File: config.mk
export PLATFORM = sky130hd
export DESIGN_NAME = ccl_top
export DESIGN_NICKNAME = d
export VERILOG_FILES = /design/src/verilog/ccl_pkg.sv /design/src/verilog/ccl_cmp_if.sv /design/src/verilog/ccl_slice.sv /design/src/verilog/ccl_top.sv
export SDC_FILE = /design/constraint.sdc
export NUM_CORES = 1
export LEC_CHECK = 0
export BUFFER_PORTS_ARGS = -buffer_cell sky130_fd_sc_hd__buf_2
export CAP_MARGIN = 40
export CORE_MARGIN = 2
export CORE_UTILIZATION = 35
export CTS_CLUSTER_DIAMETER = 30
export DETAILED_ROUTE_END_ITERATION = 10
export GPL_ROUTABILITY_DRIVEN = 0
export RECOVER_POWER = 50
export SKIP_LAST_GASP = 1
export SLEW_MARGIN = 20
export SYNTH_ARGS = -nofsm -noshare
export SYNTH_HDL_FRONTEND = slang
export SYNTH_SLANG_ARGS = --single-unit
File: constraint.sdc
create_clock -name clk_sys_in -period 1.3 [get_ports clk_sys_in]
set_input_delay 0.26 -clock clk_sys_in [delete_from_list [all_inputs] [get_ports clk_sys_in]]
set_output_delay 0.26 -clock clk_sys_in [all_outputs]
set_load 0.02 [all_outputs]
File: src/verilog/ccl_pkg.sv
package ccl_pkg;
  // ==========================================================================
  // Register map, byte addresses.
  localparam logic [3:0] CCL_ADDR_FIRST_CTRL = 4'h0;
  localparam logic [3:0] CCL_ADDR_SECOND_CTRL = 4'h4;
  localparam logic [3:0] CCL_ADDR_SECOND_AUX = 4'h8;
  // ==========================================================================
  // Control register fields.
  localparam int CCL_BIT_ENABLE = 7;
  localparam int CCL_BIT_RESULT = 6;
  localparam int CCL_BIT_OE = 5;
  localparam int CCL_BIT_POL = 4;
  localparam int CCL_BIT_REF = 2;
  localparam int CCL_BIT_CH_LO = 0;
  localparam logic [7:0] CCL_CTRL_WMASK = 8'hB7;
  localparam logic [7:0] CCL_CTRL_RESET = 8'h00;
  // Auxiliary register: result mirrors in bits 1 and 0, rest writable.
  localparam int CCL_BIT_MIRROR1 = 1;
  localparam int CCL_BIT_MIRROR2 = 0;
  localparam logic [7:0] CCL_AUX_WMASK = 8'hFC;
  localparam logic [7:0] CCL_AUX_RESET = 8'h00;
  localparam logic [1:0] CCL_RESP_OKAY = 2'h0;
  localparam logic [1:0] CCL_RESP_SLVERR = 2'h2;
endpackage : ccl_pkg

File: src/verilog/ccl_cmp_if.sv
`timescale 1ns/100ps
// ==========================================================================
// Signals between the control register file and one comparator slice.
interface ccl_cmp_if;
  logic enable;
  logic pol;
  logic oe;
  logic raw;
  logic result;
  modport ctrl (output enable, output pol, output oe, input result);
  modport slice (input enable, input pol, input oe, output raw, output result);
endinterface : ccl_cmp_if

File: src/verilog/ccl_slice.sv
`timescale 1ns/100ps
// ==========================================================================
// One comparator slice: polarity and per-cycle latch of the analog decision.
module ccl_slice (
  input wire logic clk_sys_in,
  input wire logic arst_n_in,
  input wire logic cmp_lt_in,
  ccl_cmp_if.slice port
);
  logic sync1_q;
  logic sync2_q;
  logic res_q;
  logic res_d;

  // Polarity applied to the synchronised decision; a disabled core reads low.
  always_comb begin
    port.raw = port.enable & (sync2_q ^ port.pol);
    res_d = port.raw;
  end

  // Two flops tame the asynchronous analog decision, then one latch per cycle.
  always_ff @(posedge clk_sys_in or negedge arst_n_in) begin
    if (!arst_n_in) begin
      sync1_q <= 1'b0;
      sync2_q <= 1'b0;
      res_q <= 1'b0;
    end else begin
      sync1_q <= cmp_lt_in;
      sync2_q <= sync1_q;
      res_q <= res_d;
    end
  end

  assign port.result = res_q;
endmodule : ccl_slice

File: src/verilog/ccl_top.sv
// The placing of the registers and register access over AXI4-Lite were decided locally.
`timescale 1ns/100ps
// ==========================================================================
// Comparator control logic with an AXI4-Lite register slave.
module ccl_top (
  input wire logic clk_sys_in,
  input wire logic arst_n_in,
  input wire logic [3:0] s_axi_awaddr,
  input wire logic s_axi_awvalid,
  output logic s_axi_awready,
  input wire logic [31:0] s_axi_wdata,
  input wire logic [3:0] s_axi_wstrb,
  input wire logic s_axi_wvalid,
  output logic s_axi_wready,
  output logic [1:0] s_axi_bresp,
  output logic s_axi_bvalid,
  input wire logic s_axi_bready,
  input wire logic [3:0] s_axi_araddr,
  input wire logic s_axi_arvalid,
  output logic s_axi_arready,
  output logic [31:0] s_axi_rdata,
  output logic [1:0] s_axi_rresp,
  output logic s_axi_rvalid,
  input wire logic s_axi_rready,
  input wire logic [1:0] cmp_lt_in,
  input wire logic [1:0] pin_direction_in,
  input wire logic [1:0] port_latch_in,
  output logic [1:0] cmp_enable_out,
  output logic [3:0] cmp_channel_sel_out,
  output logic [1:0] cmp_ref_sel_out,
  output logic [1:0] cmp_pin_override_out,
  output logic [1:0] cmp_pin_data_out,
  output logic [1:0] cmp_pin_drive_out
);
  // Register file.
  logic [7:0] ctrl_q [2];
  logic [7:0] ctrl_d [2];
  logic [7:0] aux_q;
  logic [7:0] aux_d;

  // Write channel state.
  logic aw_q;
  logic aw_d;
  logic w_q;
  logic w_d;
  logic awready_q;
  logic awready_d;
  logic wready_q;
  logic wready_d;
  logic [3:0] awaddr_q;
  logic [3:0] awaddr_d;
  logic [31:0] wdata_q;
  logic [31:0] wdata_d;
  logic [3:0] wstrb_q;
  logic [3:0] wstrb_d;
  logic bvalid_q;
  logic bvalid_d;
  logic [1:0] bresp_q;
  logic [1:0] bresp_d;

  // Read channel state.
  logic arready_q;
  logic arready_d;
  logic rvalid_q;
  logic rvalid_d;
  logic [1:0] rresp_q;
  logic [1:0] rresp_d;
  logic [31:0] rdata_q;
  logic [31:0] rdata_d;

  // Pin synchronisers and pin controls.
  logic [1:0] dir_s1_q;
  logic [1:0] dir_s2_q;
  logic [1:0] lat_s1_q;
  logic [1:0] lat_s2_q;
  logic [1:0] ovr_q;
  logic [1:0] ovr_d;
  logic [1:0] pdat_q;
  logic [1:0] pdat_d;
  logic [1:0] drv_q;
  logic [1:0] drv_d;

  // Analog routing next values and the per-comparator decisions.
  logic [1:0] en_d;
  logic [1:0] ref_d;
  logic [3:0] ch_d;
  logic [1:0] result;
  logic [1:0] raw_w;

  // Merge a byte-lane write under the writable mask; read-only bits keep their value.
  function automatic logic [7:0] merge_byte(input logic [7:0] old_v, input logic [7:0] new_v,
                                            input logic strobe, input logic [7:0] wmask);
    merge_byte = strobe ? ((old_v & ~wmask) | (new_v & wmask)) : old_v;
  endfunction : merge_byte

  // Compose a control register read with the live latched result.
  // A disabled core reads zero, so a cleared enable also clears the status bit.
  function automatic logic [7:0] ctrl_view(input logic [7:0] v, input logic res);
    ctrl_view = v;
    ctrl_view[ccl_pkg::CCL_BIT_RESULT] = res;
  endfunction : ctrl_view

  // ==========================================================================
  // Comparator slices, one per comparator.
  genvar gi;
  generate
    for (gi = 0; gi < 2; gi++) begin : g_cmp
      ccl_cmp_if cif ();
      assign cif.enable = ctrl_q[gi][ccl_pkg::CCL_BIT_ENABLE];
      assign cif.pol = ctrl_q[gi][ccl_pkg::CCL_BIT_POL];
      assign cif.oe = ctrl_q[gi][ccl_pkg::CCL_BIT_OE];
      assign result[gi] = cif.result;
      // The unlatched decision feeds the pin path only.
      assign raw_w[gi] = cif.raw;
      ccl_slice u_slice (
        .clk_sys_in(clk_sys_in),
        .arst_n_in(arst_n_in),
        .cmp_lt_in(cmp_lt_in[gi]),
        .port(cif.slice)
      );
    end
  endgenerate

  // ==========================================================================
  // Write channel: address and data taken in either order, response after both.
  always_comb begin
    aw_d = aw_q;
    w_d = w_q;
    awaddr_d = awaddr_q;
    wdata_d = wdata_q;
    wstrb_d = wstrb_q;
    bvalid_d = bvalid_q;
    bresp_d = bresp_q;
    ctrl_d[0] = ctrl_q[0];
    ctrl_d[1] = ctrl_q[1];
    aux_d = aux_q;
    if (s_axi_awvalid && awready_q) begin
      aw_d = 1'b1;
      awaddr_d = s_axi_awaddr;
    end
    if (s_axi_wvalid && wready_q) begin
      w_d = 1'b1;
      wdata_d = s_axi_wdata;
      wstrb_d = s_axi_wstrb;
    end
    // Both halves held: commit the write and raise the answer.
    if (aw_q && w_q) begin
      aw_d = 1'b0;
      w_d = 1'b0;
      bvalid_d = 1'b1;
      bresp_d = ccl_pkg::CCL_RESP_OKAY;
      unique case (awaddr_q)
        ccl_pkg::CCL_ADDR_FIRST_CTRL: begin
          ctrl_d[0] = merge_byte(ctrl_q[0], wdata_q[7:0], wstrb_q[0],
                                 ccl_pkg::CCL_CTRL_WMASK);
        end
        ccl_pkg::CCL_ADDR_SECOND_CTRL: begin
          ctrl_d[1] = merge_byte(ctrl_q[1], wdata_q[7:0], wstrb_q[0],
                                 ccl_pkg::CCL_CTRL_WMASK);
        end
        ccl_pkg::CCL_ADDR_SECOND_AUX: begin
          aux_d = merge_byte(aux_q, wdata_q[7:0], wstrb_q[0], ccl_pkg::CCL_AUX_WMASK);
        end
        default: begin
          bresp_d = ccl_pkg::CCL_RESP_SLVERR;
        end
      endcase
    end
    if (bvalid_q && s_axi_bready) begin
      bvalid_d = 1'b0;
    end
    // Registered readies cost one idle cycle between writes; in exchange every
    // bus output leaves a flip-flop and no path runs from valid to ready.
    awready_d = !aw_d && !bvalid_d;
    wready_d = !w_d && !bvalid_d;
  end

  // ==========================================================================
  // Read channel: one cycle from address to data.
  always_comb begin
    rvalid_d = rvalid_q;
    rdata_d = rdata_q;
    rresp_d = rresp_q;
    if (s_axi_arvalid && arready_q) begin
      rvalid_d = 1'b1;
      rresp_d = ccl_pkg::CCL_RESP_OKAY;
      rdata_d = 32'h0000_0000;
      unique case (s_axi_araddr)
        ccl_pkg::CCL_ADDR_FIRST_CTRL: rdata_d[7:0] = ctrl_view(ctrl_q[0], result[0]);
        ccl_pkg::CCL_ADDR_SECOND_CTRL: rdata_d[7:0] = ctrl_view(ctrl_q[1], result[1]);
        ccl_pkg::CCL_ADDR_SECOND_AUX: begin
          rdata_d[7:0] = aux_q;
          rdata_d[ccl_pkg::CCL_BIT_MIRROR1] = result[0];
          rdata_d[ccl_pkg::CCL_BIT_MIRROR2] = result[1];
        end
        default: rresp_d = ccl_pkg::CCL_RESP_SLVERR;
      endcase
    end else if (rvalid_q && s_axi_rready) begin
      rvalid_d = 1'b0;
    end
    // The address slot reopens the cycle after the read data has been taken.
    arready_d = !rvalid_d;
  end

  // ==========================================================================
  // Pin side: the override follows the OE bit alone, drive needs all three.
  always_comb begin
    for (int i = 0; i < 2; i++) begin
      ovr_d[i] = ctrl_q[i][ccl_pkg::CCL_BIT_OE];
      // The pin carries the polarity-corrected decision, not the cycle latch.
      pdat_d[i] = ovr_d[i] ? raw_w[i] : lat_s2_q[i];
      // Drive needs the direction bit clear too, so an input pin never fights.
      drv_d[i] = ctrl_q[i][ccl_pkg::CCL_BIT_OE] & ~dir_s2_q[i]
                 & ctrl_q[i][ccl_pkg::CCL_BIT_ENABLE];
    end
  end

  // Analog routing selections straight from the control registers.
  // They are registered once more so that the analog side sees clean levels.
  always_comb begin
    for (int i = 0; i < 2; i++) begin
      en_d[i] = ctrl_q[i][ccl_pkg::CCL_BIT_ENABLE];
      ref_d[i] = ctrl_q[i][ccl_pkg::CCL_BIT_REF];
      ch_d[2*i +: 2] = ctrl_q[i][ccl_pkg::CCL_BIT_CH_LO +: 2];
    end
  end

  // ==========================================================================
  // State registers.
  always_ff @(posedge clk_sys_in or negedge arst_n_in) begin
    if (!arst_n_in) begin
      ctrl_q[0] <= ccl_pkg::CCL_CTRL_RESET;
      ctrl_q[1] <= ccl_pkg::CCL_CTRL_RESET;
      aux_q <= ccl_pkg::CCL_AUX_RESET;
      aw_q <= 1'b0;
      w_q <= 1'b0;
      // Readies stay low in reset and rise at the first edge after release.
      awready_q <= 1'b0;
      wready_q <= 1'b0;
      awaddr_q <= 4'h0;
      wdata_q <= 32'h0000_0000;
      wstrb_q <= 4'h0;
      bvalid_q <= 1'b0;
      bresp_q <= 2'h0;
      rvalid_q <= 1'b0;
      arready_q <= 1'b0;
      rresp_q <= 2'h0;
      rdata_q <= 32'h0000_0000;
      // Direction resets to input so no pin is driven before the synchroniser fills.
      dir_s1_q <= 2'h3;
      dir_s2_q <= 2'h3;
      lat_s1_q <= 2'h0;
      lat_s2_q <= 2'h0;
      ovr_q <= 2'h0;
      pdat_q <= 2'h0;
      drv_q <= 2'h0;
      cmp_enable_out <= 2'h0;
      cmp_channel_sel_out <= 4'h0;
      cmp_ref_sel_out <= 2'h0;
    end else begin
      ctrl_q <= ctrl_d;
      aux_q <= aux_d;
      aw_q <= aw_d;
      w_q <= w_d;
      awready_q <= awready_d;
      wready_q <= wready_d;
      awaddr_q <= awaddr_d;
      wdata_q <= wdata_d;
      wstrb_q <= wstrb_d;
      bvalid_q <= bvalid_d;
      bresp_q <= bresp_d;
      rvalid_q <= rvalid_d;
      arready_q <= arready_d;
      rresp_q <= rresp_d;
      rdata_q <= rdata_d;
      dir_s1_q <= pin_direction_in;
      dir_s2_q <= dir_s1_q;
      lat_s1_q <= port_latch_in;
      lat_s2_q <= lat_s1_q;
      ovr_q <= ovr_d;
      pdat_q <= pdat_d;
      drv_q <= drv_d;
      // Routing outputs follow a control register write by one cycle.
      cmp_enable_out <= en_d;
      cmp_channel_sel_out <= ch_d;
      cmp_ref_sel_out <= ref_d;
    end
  end

  // Bus answers and pin controls leave straight from flip-flops.
  assign s_axi_awready = awready_q;
  assign s_axi_wready = wready_q;
  assign s_axi_bvalid = bvalid_q;
  assign s_axi_bresp = bresp_q;
  assign s_axi_arready = arready_q;
  assign s_axi_rvalid = rvalid_q;
  assign s_axi_rresp = rresp_q;
  assign s_axi_rdata = rdata_q;
  assign cmp_pin_override_out = ovr_q;
  assign cmp_pin_data_out = pdat_q;
  assign cmp_pin_drive_out = drv_q;
endmodule : ccl_top
# [After elaboration in Yosys (flattened, before gate mapping)]
# Cells that the tools add are included.
# W data, S select, Z words.
[word_totals] reg_bits=84 input_bits=57 wordCells=81
[classes] n_eq_ne=4 n_mux=13 n_bitwise=13 n_reduce_logical=19
[ops] cell="$pmux W8 S3" n=1
[ops] cell="$or A7 B8 Y8" n=2
[ops] cell="$mux W1" n=10
[ops] cell="$reduce_and A3 Y1" n=3
[ops] cell="$eq A4 B3 Y1 const B" n=2
[ops] cell="$eq A4 B4 Y1 const B" n=2
[ops] cell="$logic_and A1 B1 Y1" n=8
[ops] cell="$logic_not A4 Y1" n=2
[ops] cell="$or A2 B8 Y8" n=1
[ops] cell="$and A1 B1 Y1" n=6
[ops] cell="$reduce_or A3 Y1" n=2
[ops] cell="$logic_not A1 Y1" n=4
[ops] cell="$mux W2" n=2
[ops] cell="$not A1 Y1" n=2
[ops] cell="$xor A1 B1 Y1" n=2

# [Logic depth before layout (Yosys ltp)]
[depth] depth_word=5 mapped_depth=4 depth_no_buf=3

# [Modules after synthesis]
# A second synthesis with hierarchy kept.
[unflattened] hier_cells=204 hier_area_um2=2936.6
[by_module_without_submodules] mod="ccl_top" instances=1 cells_each=194 area_each_um2=2756.4
[by_module_without_submodules] mod="ccl_slice" instances=2 cells_each=5 area_each_um2=90.1

# [Worst setup path before layout]
# No wires, ideal clock.
[synth_timing] path_type="register to register" startpoint="register awaddr_q[0]" endpoint="register ctrl_q (netlist bit ch_d[2])" setup_time_ns=0.125 arrival_time_ns=1.185 required_ns=1.175 path_slack_ns=-0.009 stages_incl_launch_ff=4 path_buffers=0 period_less_slack_ns=1.309 cell_sequence="dfrtp_1 > and4bb_4 > nand4b_4 > mux2_2"
[synth_between] elab_chain_len=2
[synth_rtl] element="start, declared" line="ccl_top.sv:50" rtl="logic [3:0] awaddr_q;"
[synth_rtl] element="start signal, assigned" line="ccl_top.sv:267" rtl="awaddr_q <= awaddr_d;"
[synth_rtl] element="$eq A4 B3 Y1" line="ccl_top.sv:152" rtl="unique case (awaddr_q)"
[synth_rtl] element="$reduce_and A3 Y1 (no source line)"
[synth_rtl] element="end signal, assigned" line="ccl_top.sv:261" rtl="ctrl_q <= ctrl_d;"
[synth_rtl] element="end, declared" line="ccl_top.sv:36" rtl="logic [7:0] ctrl_q [2];"
# No other way between the ends.
# A chain may end at the register's enable or synchronous reset.

# [Final worst setup path]
[layout_timing] startpoint="register awaddr_q[1]" endpoint="register ctrl_q[4] (netlist bit)"
# Same word-level chain as after synthesis.

==> flow_metrics.py <==
metrics = {
    "clock_tree": {
        "cts.sinks": 76,
        "cts_tree": "done",
        "htreeDepth": 3,
        "clock-root-buffer": "clkbuf_8",
        "clk_path_buf_depth": 2,
        "cts_buffers": 9,
        "cts.clk_slew.worst_paths_ns": 0.08,
        "clk_latency_ns": 0.34,
    },
    "power": {
        "power.leakage_uw": 0.001804,
        "p_per_area_nw_per_um2": 2020,
        "total_power_uw": 7264,
        "vdd_drop_max_v": 0.0009842,
    },
    "floorplan": {
        "die_h_um": 95.50,
        "core_um2": 8175,
        "die_area_um2": 9120,
        "io_pins": 112,
        "initial_core_util_pct": 35.84,
        "die_x_um": 95.50,
        "rows": 33,
    },
    "outcome": {
        "outcome": "complete, but fails checks",
        "violations": "negative setup slack",
    },
    "sta": {
        "setup_violations": 18,
        "fin_crit_sh_pct": 111.0,
        "worst_pin_slew_ns": 0.8124,
        "max_freq_mhz": 693.2,
        "setup_slack_ns": -0.1425,
        "fin_worst_skew_ns": 0.009550,
        "rsz0062_at_grt": "yes",
        "finalHoldViolCount": 0,
        "relSlewSlack_pct": 45.84,
        "period_needed_ns": 1.443,
        "fin_setup_tns_ns": -1.330,
        "final-max-slew-violation-count": 0,
    },
    "global_routing": {
        "grt_antenna_before_repair": 0,
        "grt-ovfl-total": 0,
        "grt_usage_pct": 12.42,
        "grt_max_degree": 32,
        "first_global_vias": 1714,
        "grt_pass1_wl_um": 8473,
    },
    "layout": {
        "final_cell_area_um2": 3596,
        "diodes": 0,
        "final_util_pct": 43.99,
        "regArea_um2": 1907,
        "area_growth_pct": 22.72,
        "fill_cells": 789,
        "drive_gt1_share_pct": 43.82,
        "multi_input_area_um2": 907.1,
        "final_nets": 336,
    },
    "critical_path": {
        "worst_setup_path_start_kind": "flop",
        "crit_type": "reg2reg",
        "cp.arrival_ns": 1.66,
        "critPathMaxFanout": 6,
        "cp_data_required_time_ns": 1.51,
        "endpoint_kind": "flop",
    },
    "route": {
        "antenna_left": 0,
        "wl_per_cell_um": 13.32,
        "drtIter0Drc": 137,
        "dr.pass1.iters": 4,
        "vias": 1715,
        "drc": 0,
        "wl_um": 5167,
        "avgViaCountPerCell": 4.420,
    },
    "flow_run": {
        "max_cap_viol_count": 0,
    },
    "placement": {
        "pre_cts_slack_ns": -0.1011,
        "io_buffers": 58,
        "dpl.hpwl_um": 3854,
        "place_area_um2": 3349,
    },
    "yosys": {
        "synth_area_leaders": "dfrtp_1 (61%), mux2_2 (13%), buf_4 (6.7%)",
        "syn_area_um2": 2930,
        "yosys_warnings": 0,
        "synth_top_flop_cell": "dfrtp_1",
        "async_flop_share_pct": 100.0,
        "synth.most_common_cell": "dfrtp_1",
        "seq_area_frac_synth_pct": 65.07,
        "synth.top_cell.area_share_pct": 61.49,
        "synth_commonest_cells": "dfrtp_1 (72), mux2_2 (33), buf_4 (26)",
        "synth_edf_count": 0,
        "syn_avg_cell_area_um2": 14.65,
        "synth_top_cell_by_area": "dfrtp_1",
        "syn_inst": 200,
        "ys_ff_latch": 76,
        "ys_types": 29,
    },
    "hold_path": {
        "hold_path_class": "in2reg",
    },
}
## power breakdown
group          switching [µW]  leakage, µW  internal, µW
sequential                520     0.000965          3090
combinational             915     0.000738           887
clock                     819     0.000101          1030
## routing by layer
layer | share of wire [%] | GRT usage [%]
met1 | 44 | 16.72
met2 | 46 | 18.08
met3 | 7.0 | 3.557
met4 | 2.2 | 6.786
met5 | 0 | 0
## cells in the final DEF (no fill, tap or decap), types with 4 or more instances in the layout
cell type and count:
o21ai_0 7, conb_1 26, nand2_1 14, dfrtp_1 72
buf_2 57, a222oi_1 6, buf_4 6, dfstp_2 4
nor2_1 5, clkbuf_8 12, mux2_2 32
## area by class of cell
type                       count  share of cell area (%)
sequential                    76                   53.03
timing repair buffer          71                   11.93
multi-input combinational    118                   25.23
inverter                       3                  0.3132
clock inverter                 3                   1.253
clock buffer                  12                   4.593
tap                          105                   3.653
## kinds of logic (layout without fill, tap and decap cells)
| logic type | count (synthesis) | in the layout | synth area share (%) |
|---|---|---|---|
| AND/OR/NAND/NOR | 29 | 29 | 6.960 |
| other | 1 | 26 | 0.1280 |
| AO/OA/AOI/OAI | 25 | 25 | 6.191 |
| XOR/XNOR | 2 | 2 | 0.5979 |
| buffers and inverters | 31 | 89 | 7.344 |
| multiplexers | 36 | 36 | 13.71 |
| flip-flops | 76 | 76 | 65.07 |
## state kept, by name, summed over array words and instances, names as in the netlist, 2 cells and up
signal and flops:
s_axi_rdata 8, lat_s2_q 2, wdata_q 8, g_cmp.u_slice.port.result 2
dir_s2_q 2, cmp_enable_out 2, ctrl_q 8, g_cmp.u_slice.sync2_q 2
awaddr_q 4, cmp_pin_data_out 2, ch_d 4, cmp_channel_sel_out 4
lat_s1_q 2, cmp_pin_drive_out 2, dir_s1_q 2, cmp_pin_override_out 2
g_cmp.u_slice.sync1_q 2, aux_q 6, cmp_ref_sel_out 2
## final timing paths
check                                         from                              to  slack [ns]  cells after the start
max                        awaddr_q[1]$_DFFE_PN0P_           ctrl_q[4]$_DFFE_PN0P_       -0.14                      3
min                               port_latch_in[0]           lat_s1_q[0]$_DFF_PN0_        0.03                      1
max reg2reg                awaddr_q[1]$_DFFE_PN0P_           ctrl_q[4]$_DFFE_PN0P_       -0.14                      3
min reg2reg                  lat_s1_q[0]$_DFF_PN0_           lat_s2_q[0]$_DFF_PN0_        0.35                      0
max in group asynchronous                arst_n_in      s_axi_rresp[1]$_DFFE_PN0P_        0.14                      3
min in group asynchronous                arst_n_in  cmp_pin_drive_out[1]$_DFF_PN0_        0.55                      2
## what timing repair did
| item | CTS | global route |
|---|---|---|
| gates resized for setup | 0 | 5 |
| pin swaps | 1 | 2 |
| buffers inserted | 0 | 1 |
| endpoints found under the setup margin | 18 | 22 |
| hold buffers | 3 | 0 |
| endpoints found under the hold margin | 27 | 0 |
## per-stage QoR
stage          cells  hold slack (ns)
4_1_cts          387         0.003798
5_1_grt          388        0.0002951
3_5_place_dp     369           0.2390
3_3_place_gp     369           0.2253
2_1_floorplan    225         -0.03559
6_report         388          0.02570
## critical path: stages (launching register included)
cell and delay (ns):
dfrtp_1 0.38, and4bb_4 0.40, nand4b_4 0.20, mux2_4 0.34
No activity file was read; power rests on OpenSTA's default activity.
